===== src/shared/tpwm_regs.vh =====
// Overview of operation
// - Edge select register holds two-bit trigger edge and event edge fields.
// - Buffer transfer is armed only by a duty compare write, not period alone.
// - Armed transfer copies both compares to buffers at counter clear; compare uses buffers.
// - Duty zero keeps the output low all period.
// - Duty zero with period all ones still raises duty match each period.
// - Duty equal to period plus one keeps output high all period.
// - Period all ones cannot give a full-high waveform.
// - Period is period compare plus one counts; width is duty compare counts.
// - Enabled timer waits for trigger; each trigger clears, restarts and drives output high unless duty is zero.
// - Trigger is selected external edge or soft trigger bit written one.
// - Period match at the clear after counter equals period; duty match at equality.
`ifndef TPWM_REGS_VH
`define TPWM_REGS_VH
`define TPWM_OFF_CTRL 8'h00
`define TPWM_OFF_EDGE 8'h04
`define TPWM_OFF_PERIOD 8'h08
`define TPWM_OFF_DUTY 8'h0C
`define TPWM_OFF_STATUS 8'h10
`define TPWM_OFF_MASK 8'h14
`define TPWM_OFF_COUNT 8'h18
`define TPWM_OFF_PRESC 8'h1C
`define TPWM_CTRL_RUN 0
`define TPWM_CTRL_SOFT 1
`define TPWM_ST_PERIOD 0
`define TPWM_ST_DUTY 1
`define TPWM_ST_TRIG 2
`define TPWM_EDGE_RST 8'h00
`define TPWM_CMP_RST 16'h0000
`define TPWM_CNT_IDLE 16'hFFFF
`define TPWM_PRESC_RST 16'h0000
`define TPWM_SLVERR_UNMAPPED 1'b1
`endif


===== src/core/tpwm_timer.v =====
// Chosen here: the register offsets and the APB interface to the registers.
`timescale 1ns/1ps
`default_nettype none
`include "tpwm_regs.vh"
module tpwm_timer (
  // APB clock and reset
  input wire pclk,
  input wire presetn,
  // APB slave
  input wire psel,
  input wire penable,
  input wire pwrite,
  input wire [7:0] paddr,
  input wire [31:0] pwdata,
  output wire [31:0] prdata,
  output wire pready,
  output wire pslverr,
  // External trigger and event pins
  input wire trig_in,
  input wire event_in,
  // Outputs
  output reg pwm_out,
  output wire irq
);

  // One-hot counter states
  localparam ST_IDLE = 2'b01;
  localparam ST_COUNT = 2'b10;

  // State and control
  reg [1:0] state;
  reg timer_run;
  reg [7:0] edge_select_ctrl;
  // Compare registers as software wrote them
  reg [15:0] period_compare;
  reg [15:0] duty_compare;
  // Buffered compares; the counter only ever looks at these
  reg [15:0] period_buf;
  reg [15:0] duty_buf;
  // Count clock divider
  reg [15:0] presc;
  reg [15:0] presc_cnt;
  // Counter and the pending buffer transfer
  reg [15:0] count;
  reg xfer_armed;
  // Interrupt status and mask, same layout
  reg [2:0] status;
  reg [2:0] mask;
  // Read data captured in the setup cycle
  reg [31:0] rdata;
  reg rerr;

  // Bit 0 is the trigger pin, bit 1 the event pin
  wire [1:0] pin_raw;
  // Filtered levels and the edges seen on them
  wire [1:0] pin_lvl;
  wire [1:0] pin_rise;
  wire [1:0] pin_fall;
  // Edge picked by each pin's select field
  wire [1:0] pin_edge;

  // APB access qualifiers
  wire acc = psel & penable;
  wire wr = acc & pwrite;
  // One-cycle count clock enable
  // With presc zero the enable is high every cycle
  wire tick = (presc_cnt == presc);
  // Soft trigger is a write pulse; the bit itself is not stored
  wire soft_trig = wr & (paddr == `TPWM_OFF_CTRL) & pwdata[`TPWM_CTRL_SOFT];
  wire ext_trig;
  wire evt_edge;
  wire trigger;
  // Compare hits against the buffered values only
  // Period match needs the tick too, so the count holds between ticks
  wire at_period = (state == ST_COUNT) & (count == period_buf);
  wire clear_now = tick & at_period;
  wire duty_hit = (state == ST_COUNT) & tick & (count == duty_buf);
  // Next count; wraps only from FFFF, in idle or at an all-ones period end, where it is never used
  wire [15:0] count_next = count + 16'h0001;

  // Pins gathered so one loop serves both
  // The event pin only sets a status bit; it never counts
  assign pin_raw = {event_in, trig_in};

  // Per-pin synchroniser, filter and edge decode
  // Both pins share one structure; only the select field differs
  genvar gi;
  generate
    for (gi = 0; gi < 2; gi = gi + 1) begin : g_pin
      // Three stages; only stage two reads stage one
      reg [2:0] sync;
      // Level accepted on the previous cycle
      reg lvl_prev;
      // Two-bit field: 00 none, 01 rising, 10 falling, 11 both
      wire [1:0] sel;

      assign sel = edge_select_ctrl[2 * gi + 1:2 * gi];

      // A change counts only once stages two and three agree,
      // so a one-cycle glitch never becomes an edge
      assign pin_lvl[gi] = (sync[2] == sync[1]) ? sync[1] : lvl_prev;
      assign pin_rise[gi] = pin_lvl[gi] & ~lvl_prev;
      assign pin_fall[gi] = ~pin_lvl[gi] & lvl_prev;

      // Edge select decode; code 00 leaves the pin ignored
      assign pin_edge[gi] = (sel == 2'b01) ? pin_rise[gi] :
        (sel == 2'b10) ? pin_fall[gi] :
        (sel == 2'b11) ? (pin_rise[gi] | pin_fall[gi]) :
        1'b0;

      // Reset to the idle low level so no false edge follows reset
      // Limitation: pin pulses shorter than two pclk cycles are lost
      always @(posedge pclk or negedge presetn) begin
        if (!presetn) begin
          sync <= 3'b000;
          lvl_prev <= 1'b0;
        end else begin
          sync <= {sync[1:0], pin_raw[gi]};
          lvl_prev <= pin_lvl[gi];
        end
      end
    end
  endgenerate

  // Trigger pin on bit 0, event pin on bit 1
  assign ext_trig = pin_edge[0];
  assign evt_edge = pin_edge[1];

  // Trigger only counts while the timer is enabled;
  // a soft trigger written while stopped is dropped, not held
  assign trigger = timer_run & (ext_trig | soft_trig);

  // Count clock enable from prescaler; restarts on a trigger so the first count is whole
  // Divider ratio is presc plus one; held at zero in idle
  // Trade-off: a retrigger discards the partial count-clock cycle
  always @(posedge pclk or negedge presetn) begin
    if (!presetn) begin
      presc_cnt <= 16'h0000;
    end else if (trigger || tick || state == ST_IDLE) begin
      presc_cnt <= 16'h0000;
    end else begin
      presc_cnt <= presc_cnt + 16'h0001;
    end
  end

  // Register writes; APB writes take effect at the access edge
  // Compares reset to zero, so an early trigger gives a 0% output
  always @(posedge pclk or negedge presetn) begin
    if (!presetn) begin
      timer_run <= 1'b0;
      edge_select_ctrl <= `TPWM_EDGE_RST;
      period_compare <= `TPWM_CMP_RST;
      duty_compare <= `TPWM_CMP_RST;
      mask <= 3'b000;
      presc <= `TPWM_PRESC_RST;
    end else if (wr) begin
      case (paddr)
        // Run bit only; the soft trigger bit is a pulse, not stored
        `TPWM_OFF_CTRL: timer_run <= pwdata[`TPWM_CTRL_RUN];
        // Upper edge bits are reserved and read as zero
        `TPWM_OFF_EDGE: edge_select_ctrl <= {4'h0, pwdata[3:0]};
        // Compares; arming is handled in its own process
        `TPWM_OFF_PERIOD: period_compare <= pwdata[15:0];
        `TPWM_OFF_DUTY: duty_compare <= pwdata[15:0];
        // Mask and divider take effect on the next cycle
        `TPWM_OFF_MASK: mask <= pwdata[2:0];
        `TPWM_OFF_PRESC: presc <= pwdata[15:0];
        // Read-only and unmapped addresses ignore writes
        default: timer_run <= timer_run;
      endcase
    end
  end

  // Transfer arming: only a duty write arms; the clear that copies wins over nothing else
  // A duty write landing on a clear edge stays armed for the next clear
  // A retrigger also consumes the arm, since it reloads the buffers
  always @(posedge pclk or negedge presetn) begin
    if (!presetn) begin
      xfer_armed <= 1'b0;
    end else if (wr && paddr == `TPWM_OFF_DUTY) begin
      xfer_armed <= 1'b1;
    end else if (clear_now || trigger) begin
      xfer_armed <= 1'b0;
    end
  end

  // Counter state machine; buffers load at every clear while armed
  always @(posedge pclk or negedge presetn) begin
    if (!presetn) begin
      state <= ST_IDLE;
      count <= `TPWM_CNT_IDLE;
      period_buf <= `TPWM_CMP_RST;
      duty_buf <= `TPWM_CMP_RST;
      pwm_out <= 1'b0;
    end else if (!timer_run) begin
      // Stopping parks the counter at FFFF; buffers keep their values
      state <= ST_IDLE;
      count <= `TPWM_CNT_IDLE;
      pwm_out <= 1'b0;
    end else begin
      case (state)
        // First trigger always loads both buffers, armed or not
        ST_IDLE: begin
          if (trigger) begin
            state <= ST_COUNT;
            count <= 16'h0000;
            period_buf <= period_compare;
            duty_buf <= duty_compare;
            pwm_out <= (duty_compare != 16'h0000);
          end
        end
        // Running: a retrigger beats a clear, a clear beats a step
        ST_COUNT: begin
          if (trigger) begin
            // Retrigger restarts the period; output set high unless the duty taken is zero
            count <= 16'h0000;
            pwm_out <= (xfer_armed ? duty_compare : duty_buf) != 16'h0000;
            // An unarmed retrigger keeps the running buffers
            if (xfer_armed) begin
              period_buf <= period_compare;
              duty_buf <= duty_compare;
            end
          end else if (clear_now) begin
            // Period end: clear the count and take any armed transfer
            count <= 16'h0000;
            if (xfer_armed) begin
              period_buf <= period_compare;
              duty_buf <= duty_compare;
              pwm_out <= (duty_compare != 16'h0000);
            end else begin
              pwm_out <= (duty_buf != 16'h0000);
            end
          end else if (tick) begin
            // Plain count step on the count clock enable
            count <= count_next;
            // Duty of period+1 never matches before clear, so output stays high
            if (count_next == duty_buf) begin
              pwm_out <= 1'b0;
            end
          end
        end
        // Illegal code falls back to idle
        default: state <= ST_IDLE;
      endcase
    end
  end

  // Write-one-to-clear bits for this cycle
  // Only a written one clears; a written zero leaves a bit alone
  wire [2:0] st_clr = (wr && paddr == `TPWM_OFF_STATUS) ? pwdata[2:0] : 3'b000;
  // Events of this cycle, in status register layout
  // Bit 2 reports the event pin edge and has no other effect
  wire [2:0] st_set = {evt_edge, duty_hit, clear_now};

  // Sticky status; a hardware set beats a same-cycle write-one clear
  always @(posedge pclk or negedge presetn) begin
    if (!presetn) begin
      status <= 3'b000;
    end else begin
      status <= (status & ~st_clr) | st_set;
    end
  end

  // Level interrupt, high while any unmasked status bit is set
  assign irq = |(status & mask);

  // Read mux; data is registered at the setup cycle so it is steady in access
  // Unmapped or unaligned addresses answer with an error and zero
  // Error flag is refreshed at every setup, so it never goes stale
  always @(posedge pclk or negedge presetn) begin
    if (!presetn) begin
      rdata <= 32'h00000000;
      rerr <= 1'b0;
    end else if (psel && !penable) begin
      rerr <= 1'b0;
      case (paddr)
        // Soft trigger reads as zero
        `TPWM_OFF_CTRL: rdata <= {31'h0, timer_run};
        `TPWM_OFF_EDGE: rdata <= {24'h000000, edge_select_ctrl};
        // Compares read back as written, not as buffered
        `TPWM_OFF_PERIOD: rdata <= {16'h0000, period_compare};
        `TPWM_OFF_DUTY: rdata <= {16'h0000, duty_compare};
        `TPWM_OFF_STATUS: rdata <= {29'h0, status};
        `TPWM_OFF_MASK: rdata <= {29'h0, mask};
        // Count reads FFFF while idle
        `TPWM_OFF_COUNT: rdata <= {16'h0000, count};
        `TPWM_OFF_PRESC: rdata <= {16'h0000, presc};
        default: begin
          rdata <= 32'h00000000;
          rerr <= `TPWM_SLVERR_UNMAPPED;
        end
      endcase
    end
  end

  // No wait states: every access completes in its first access cycle
  assign pready = 1'b1;
  // Read data and error show only in the access phase,
  // so a shared read bus sees zero from an idle slave
  assign prdata = acc ? rdata : 32'h00000000;
  assign pslverr = acc & rerr;

endmodule // tpwm_timer
`default_nettype wire


===== config.mk =====
export PLATFORM = sky130hd
export DESIGN_NAME = tpwm_timer
export DESIGN_NICKNAME = d
export VERILOG_FILES = /design/src/core/tpwm_timer.v
export VERILOG_INCLUDE_DIRS = /design/src /design/src/shared
export SDC_FILE = /design/constraint.sdc
export NUM_CORES = 1
export LEC_CHECK = 0
export ABC_CLOCK_PERIOD_IN_PS = 5300
export BUFFER_PORTS_ARGS = -buffer_cell sky130_fd_sc_hd__buf_2
export CORE_AREA = 2 2 169 171
export DETAILED_ROUTE_END_ITERATION = 8
export DIE_AREA = 0 0 171 173
export PLACE_DENSITY_LB_ADDON = 0.05
export SLEW_MARGIN = 10
export SYNTH_ARGS = -nofsm -noshare
export SYNTH_HDL_FRONTEND = slang
export SYNTH_SLANG_ARGS = --single-unit
export TNS_END_PERCENT = 10

===== constraint.sdc =====
create_clock -name pclk -period 5.3 [get_ports pclk]
set_input_delay 0.795 -clock pclk [delete_from_list [all_inputs] [get_ports pclk]]
set_output_delay 0.795 -clock pclk [all_outputs]
set_load 0.01 [all_outputs]

# Word level (Yosys, flattened, before mapping)
# Cells that the tools add are included.
# word_totals
register_bits	168
input_bits	47
out_inout_bits	36
# op_classes
addsub	2
n_eq_ne	28
muxes	42
bitwise	25
n_reduce_logical	25
# ops
op	n
$mux W16	14
$pmux W16 S8	1
$pmux W16 S2	3
$eq A16 B16 Y1	4
$reduce_bool A16 Y1	3
$add A16 B1 Y16 const B	2
$eq A8 B5 Y1 const B	4
$mux W32	1
$mux W1	18
$eq A8 B4 Y1 const B	2
$and A1 B1 Y1	14
$reduce_and A2 Y1	7
$eq A2 B2 Y1 const B	5
$eq A8 B3 Y1 const B	1
$logic_not A8 Y1	1
$reduce_and A4 Y1	2
$reduce_or A8 Y1	1
$and A3 B3 Y3	2
$eq A2 B1 Y1 const B	3
$ne A3 B3 Y1 const B	2
$ne A5 B4 Y1 const B	1
$ne A5 B5 Y1 const B	1
$mux W2	2
$ne A2 B2 Y1 const B	2
15 further kinds	26

# Longest topological paths before layout
# Gate-level depths: netlist (run 1).
# depth
word_depth	13
ltp_mapped	10

# Worst setup path before layout (run 1)
# No wires, ideal clock.
# synth_path
path_type	in2reg
startpoint	in paddr[7]
endpoint	reg period_compare[10]
setup_ns	0.125
arrival_time_ns	2.362
required_time_ns	5.175
slack_ns	2.813
stages	5
path_buffers	1
path_cell_list	nor3_1 -> nand3_1 -> nor4_2 -> buf_4 -> mux2_2
# synth_between
elab_chain_cells	2
# synth_rtl
element	line_no	source
from (decl)	tpwm_timer.v:13	input wire [7:0] paddr,
$eq A8 B4 Y1	tpwm_timer.v:157	case (paddr)
$reduce_and A2 Y1 (no source line)	n/a	
to (signal assigned)	tpwm_timer.v:152	period_compare <= `TPWM_CMP_RST;
to (signal assigned)	tpwm_timer.v:163	`TPWM_OFF_PERIOD: period_compare <= pwdata[15:0];
to (decl)	tpwm_timer.v:35	reg [15:0] period_compare;
# No other way between the ends.
# A chain may end at the register's enable or synchronous reset.

# Final worst setup path (run 1)
# layout_path
startpoint	reg count[10]
endpoint	reg period_buf[11]
# layout_between
elab_chain_cells	5
# layout_rtl
element	line_no	source
from (decl)	tpwm_timer.v:44	reg [15:0] count;
from (signal assigned)	tpwm_timer.v:191	count <= `TPWM_CNT_IDLE;
from (signal assigned)	tpwm_timer.v:198	count <= `TPWM_CNT_IDLE;
from (signal assigned)	tpwm_timer.v:235	count <= count_next;
$eq A16 B16 Y1	tpwm_timer.v:75	wire at_period = (state == ST_COUNT) & (count == period_buf);
$and A1 B1 Y1	tpwm_timer.v:75	
$and A1 B1 Y1	tpwm_timer.v:76	wire clear_now = tick & at_period;
$ne A3 B3 Y1 (no source line)	n/a	
$reduce_and A4 Y1 (no source line)	n/a	
to (signal assigned)	tpwm_timer.v:192	period_buf <= `TPWM_CMP_RST;
to (signal assigned)	tpwm_timer.v:207	period_buf <= period_compare;
to (signal assigned)	tpwm_timer.v:220	period_buf <= period_compare;
to (decl)	tpwm_timer.v:38	reg [15:0] period_buf;
# No other way between the ends.

==> results of run 1 <==
synth_stat cells, types with 5 or more instances:
cell type  number  area share
a21oi_1         7      0.0042
nor3_1          9      0.0055
clkbuf_1       17      0.0077
a21o_1          5      0.0046
nand2b_1        6      0.0046
dfrtp_1       135        0.41
a221oi_1       15       0.016
mux2i_1        10       0.012
xor2_1         12       0.013
ha_1            5      0.0076
buf_4          23       0.021
xnor2_1        58       0.062
buf_2          16      0.0097
nand4_1        19       0.014
nor2_1         31       0.014
nand3_1        24       0.015
o21ai_0        41       0.025
nor4_1         13      0.0099
a22o_1         26       0.028
o31ai_1         6      0.0055
dfstp_2        17       0.054
mux2_4         30       0.055
mux2_2         54       0.074
nand2_1        50       0.023
and3_1         28       0.021
nor2b_1         6      0.0046
inv_1          19      0.0086
logic make-up after synthesis:
| kind of cell | Yosys count | share of synthesized area |
|---|---|---|
| AOI/OAI and AO/OA | 131 | 0.115 |
| and+or+nand+nor | 209 | 0.142 |
| adders and majority gates | 7 | 0.0100 |
| xor gates and xnor gates | 70 | 0.0743 |
| other | 2 | 0.000910 |
| muxes | 94 | 0.140 |
| buffers and inverters | 81 | 0.0535 |
| DFF | 152 | 0.464 |
layer usage:
layer | GRT usage | wire, µm
met1 | 0.246 | 11900
met3 | 0.0259 | 637
met5 | 0 | 0
met4 | 0.0427 | 318
met2 | 0.265 | 11100
critical path, stage by stage (launching register included):
cell and delay (ns):
dfstp_2 0.71, xnor2_1 0.24, nand4_1 0.15, nor4_2 0.57, a211oi_2 0.17, o21ai_2 0.18, nand2_2 0.64, mux2_4 0.57
flip-flops by register name (all words and copies together) (netlist names):
name / flops
xfer_armed: 1
period_buf: 16
g_pin.sync: 6
count: 16
duty_compare: 16
pwm_out: 1
g_pin.lvl_prev: 2
edge_select_ctrl: 4
mask: 3
rdata: 16
state: 2
status: 3
presc_cnt: 16
timer_run: 1
duty_buf: 16
rerr: 1
period_compare: 16
presc: 16
power by group:
group / leakage (nW) / internal (mW) / total [mW] / switching (mW)
clock: 0.271 / 0.623 / 1.19 / 0.566
combinational: 1.99 / 0.220 / 0.498 / 0.279
sequential: 2.02 / 1.26 / 1.45 / 0.194
through the flow:
step	hold WS, ns	utilization	cell area [µm²]
5_1_grt	0.369	0.336	9290
6_report	0.358	0.336	9290
3_5_place_dp	0.342	0.316	8730
2_1_floorplan	0.331	-	8310
3_3_place_gp	0.336	0.316	8730
4_1_cts	0.359	0.336	9290
worst paths after layout:
path                                   from                 to
setup / recovery                  count[10]     period_buf[11]
hold / removal             g_pin[0].sync[0]   g_pin[0].sync[1]
setup reg to reg                  count[10]     period_buf[11]
hold reg to reg            g_pin[0].sync[0]   g_pin[0].sync[1]
max in group asynchronous           presetn    duty_compare[8]
min in group asynchronous           presetn  g_pin[0].lvl_prev
final cells by class:
| cell class | instances | area (µm²) |
|---|---|---|
| multi-input cells | 528 | 4050 |
| clock inverters | 14 | 130 |
| flip-flops and latches | 152 | 3820 |
| well taps | 378 | 473 |
| inverters | 19 | 71.3 |
| clock buffers | 18 | 429 |
| fillers | 2847 | 18300 |
| repair buffers | 57 | 312 |
==> results.yml, run 1 <==
cts:
  cts.clk_slew.worst_paths_ns: 0.07
  cts_hold_buf: 0
  cts-root-buf: "clkbuf_16"
  clockBufferDepth: 2
  cts_tree: "done"
  htreeDepth: 4
  clock_sinks: 152
  cts_setup_buffers: 0
  cts-buffers-inserted: 17
  clock_latency_ns: 0.43
  cts_resized: 0
floorplan:
  fp.dieH_um: 173
  dieArea_mm2: 0.0296
  start_util: 0.299
  io_pins: 83
  die_w_um: 171
  row_count: 61
  core_mm2: 0.0276
place:
  gp_congestion: 0.837
  port_buffers: 49
  dp_hpwl_mm: 17.3
  post-place-ws_ns: 1.46
  dp.cells: 1134
global_routing:
  grt_max_degree: 75
  grt_pass1_vias: 6137
  grt_pass1_wl_mm: 38.1
  grtUsageTotal: 0.170
  grt_overflow_total: 0
  antenna_found_initial: 0
timing:
  slew_viol_final: 0
  min_period_over_period: 0.640
  finClkSkew_ns: 0.0160
  fin_setup_tns_ns: 0
  rsz0062_at_grt: "false"
  min_period_ns: 3.39
  relSlewSlack: 0.225
  setup_viol: 0
  max_freq_mhz: 295
  final.setup.worst_slack_ns: 1.91
  worst_pin_slew_ns: 1.16
  finalHoldViolCount: 0
logic_synthesis:
  async_reset_ff_frac: 1.00
  synthesis.area_mm2: 0.00825
  ys.flop_type: "dfrtp_1"
  avgSynthCellArea_um2: 11.1
  synth-edff-count: 0
  synth_cell_types: 67
  yosys_warnings: 0
  syn_inst: 746
  synth-seq-area-share: 0.464
  synth_seq_cells: 152
drt:
  drt-total-wl_mm: 23.9
  route.detailed.drc: 0
  dr.pass1.iters: 5
  ant_nets: 0
  wl_per_cell_um: 20.5
  drt-initial-drc-count: 363
  vias_per_cell: 4.98
  via_count: 5804
power:
  p_leak_nw: 4.28
  total_power_mw: 3.14
  powerDensity_mw_per_mm2: 338
  vdd_drop_max_mv: 0.174
setup_path:
  cp-end-kind: "flip-flop"
  ff2ff_setup_slack_ns: 1.91
  crit_type: "flip-flop to flip-flop"
  crit_arrival_ns: 3.70
  crit_fanout: 32
  required_ns: 5.61
  start_kind: "flip-flop"
  reg2reg_depth: 7
layout:
  layout_common_cells: "135 x dfrtp_1, 58 x xnor2_1, 54 x mux2_2"
  syn_to_final_growth_pct: 12.6
  drive_above_1_share: 0.264
  final_common_cell: "dfrtp_1"
  finalNonFillerCells: 1166
  diodes: 0
  fin_nets: 827
worst_hold_path:
  hold_path_depth: 0
  hp-class: "flip-flop to flip-flop"
flow_run:
  cap_violations: 0
status:
  status: "completed"
Power figures use the tool's default switching activity.
==> run 2: changes to the inputs <==
--- a/config.mk
+++ b/config.mk
@@ -6,7 +6,7 @@
 export SDC_FILE = /design/constraint.sdc
 export NUM_CORES = 1
 export LEC_CHECK = 0
-export ABC_CLOCK_PERIOD_IN_PS = 5300
+export ABC_CLOCK_PERIOD_IN_PS = 3200
 export BUFFER_PORTS_ARGS = -buffer_cell sky130_fd_sc_hd__buf_2
 export CORE_AREA = 2 2 169 171
 export DETAILED_ROUTE_END_ITERATION = 8
==> constraint.sdc (replaced) <==
create_clock -name pclk -period 3.2 [get_ports pclk]
set_input_delay 0.48 -clock pclk [delete_from_list [all_inputs] [get_ports pclk]]
set_output_delay 0.48 -clock pclk [all_outputs]
set_load 0.01 [all_outputs]
==> results.yml, run 2 (synthesis results as in run 1) <==
status:
  status: "completed"
timing:
  slew_viol_final: 0
  finClkSkew_ns: 0.0157
  min_period_over_period: 0.882
  setup_viol: 0
  finalHoldViolCount: 0
  relSlewSlack: 0.339
  fin_setup_tns_ns: 0
  max_freq_mhz: 354
  worst_pin_slew_ns: 0.990
  rsz0062_at_grt: "false"
  min_period_ns: 2.82
layout:
  layout_common_cells: "135 x dfrtp_1, 58 x xnor2_1, 54 x mux2_2"
  fin_util: 0.344
  postLayoutCellArea_mm2: 0.00951
  fill_cells: 2829
  diodes: 0
  drive_above_1_share: 0.280
  fin_nets: 846
  finalNonFillerCells: 1185
  syn_to_final_growth_pct: 15.2
  final_common_cell: "dfrtp_1"
worst_hold_path:
  hp-class: "input port to async pin"
drt:
  wl_per_cell_um: 20.4
  drt-total-wl_mm: 24.2
  vias_per_cell: 4.97
  via_count: 5888
  dr.pass1.iters: 5
  route.detailed.drc: 0
  drt-initial-drc-count: 387
  ant_nets: 0
global_routing:
  grtUsageTotal: 0.169
  grt_pass1_vias: 5987
  grt_pass1_wl_mm: 37.6
  grt_overflow_total: 0
  grt_max_degree: 98
  antenna_found_initial: 0
setup_path:
  start_kind: "flip-flop"
  crit_fanout: 7
  crit_type: "flip-flop to flip-flop"
  cp-end-kind: "flip-flop"
  startpoint: "count[1]"
  ff2ff_setup_slack_ns: 0.38
  crit_arrival_ns: 3.14
  reg2reg_depth: 8
  required_ns: 3.52
  reg2reg_from: "count[1]"
floorplan:
  row_count: 61
  dieArea_mm2: 0.0296
  fp.dieH_um: 173
  die_w_um: 171
  start_util: 0.299
  core_mm2: 0.0276
  io_pins: 83
power:
  vdd_drop_max_mv: 0.299
  p_leak_nw: 4.40
  powerDensity_mw_per_mm2: 568
cts:
  clock_sinks: 152
  cts_tree: "done"
  cts-root-buf: "clkbuf_16"
  htreeDepth: 4
  cts.clk_slew.worst_paths_ns: 0.07
  cts_resized: 0
  cts_setup_buffers: 0
  clock_latency_ns: 0.42
  clockBufferDepth: 2
  cts-buffers-inserted: 17
  cts_hold_buf: 0
place:
  port_buffers: 49
  dp.cells: 1153
  gp_congestion: 0.766
  place_area_mm2: 0.00890
  dp_hpwl_mm: 17.6
flow_run:
  cap_violations: 0
## run 2: cell count changes in the layout (fill, tap and decap cells not counted), sizes merged
cell | before | now
buf | 57 | 76
bufinv | 0 | 3
clkbuf | 18 | 19
clkinv | 2 | 7
clkinvlp | 2 | 1
inv | 29 | 21
## run 2: final timing paths
check / endpoint
worst min register to register: g_pin[1].sync[1]
worst min-delay path: count[7]
min in group pclk: g_pin[0].sync[0]
worst max register to register: pwm_out
max in group asynchronous: period_buf[2]
worst max-delay path: pwm_out
## run 2: metrics by stage
| stage | hold slack (ns) | total power [mW] | setup WS (ns) |
|---|---|---|---|
| 3_5_place_dp | 0.341 | 3.36 | 0.397 |
| 3_3_place_gp | 0.338 | 3.35 | 0.455 |
| 6_report | 0.0280 | 5.40 | 0.377 |
| 2_1_floorplan | 0.184 | 2.99 | 0.798 |
| 4_1_cts | 0.0125 | 5.49 | 0.378 |
| 5_1_grt | 0.0115 | 5.68 | 0.179 |
## run 2: final cells by class
cell class	instances	area (µm²)	share of cell area
Clock buffer	19	433	0.0455
Clock inverter	13	173	0.0182
Inverter	19	71.3	0.00750
Multi-Input combinational cell	528	4050	0.426
Sequential cell	152	3820	0.402
Tap cell	378	473	0.0497
Timing Repair Buffer	76	479	0.0504
## run 2: metal layers
layer  vias up  global-route usage  part of all wire
met5         -                   0                 0
met4         0              0.0427             0.012
met3        16              0.0277             0.023
met2       107               0.269              0.47
met1      2992               0.239              0.49
li1       2773                   -                 -
## run 2: power breakdown
part	internal (mW)	total (mW)	switching (mW)	leakage, nW
logic	0.422	0.975	0.553	2.09
registers	2.08	2.33	0.243	2.02
clock network	1.24	2.10	0.858	0.292
total	3.75	5.40	1.65	4.40
## run 2: critical path, stage by stage, from the launching register on
cell and delay (ns):
dfstp_2 0.66, ha_1 0.35, nand4_1 0.21, nor3_1 0.54, xnor2_1 0.19, a21oi_1 0.08, and4b_1 0.21, a41o_1 0.24
o311ai_2 0.25
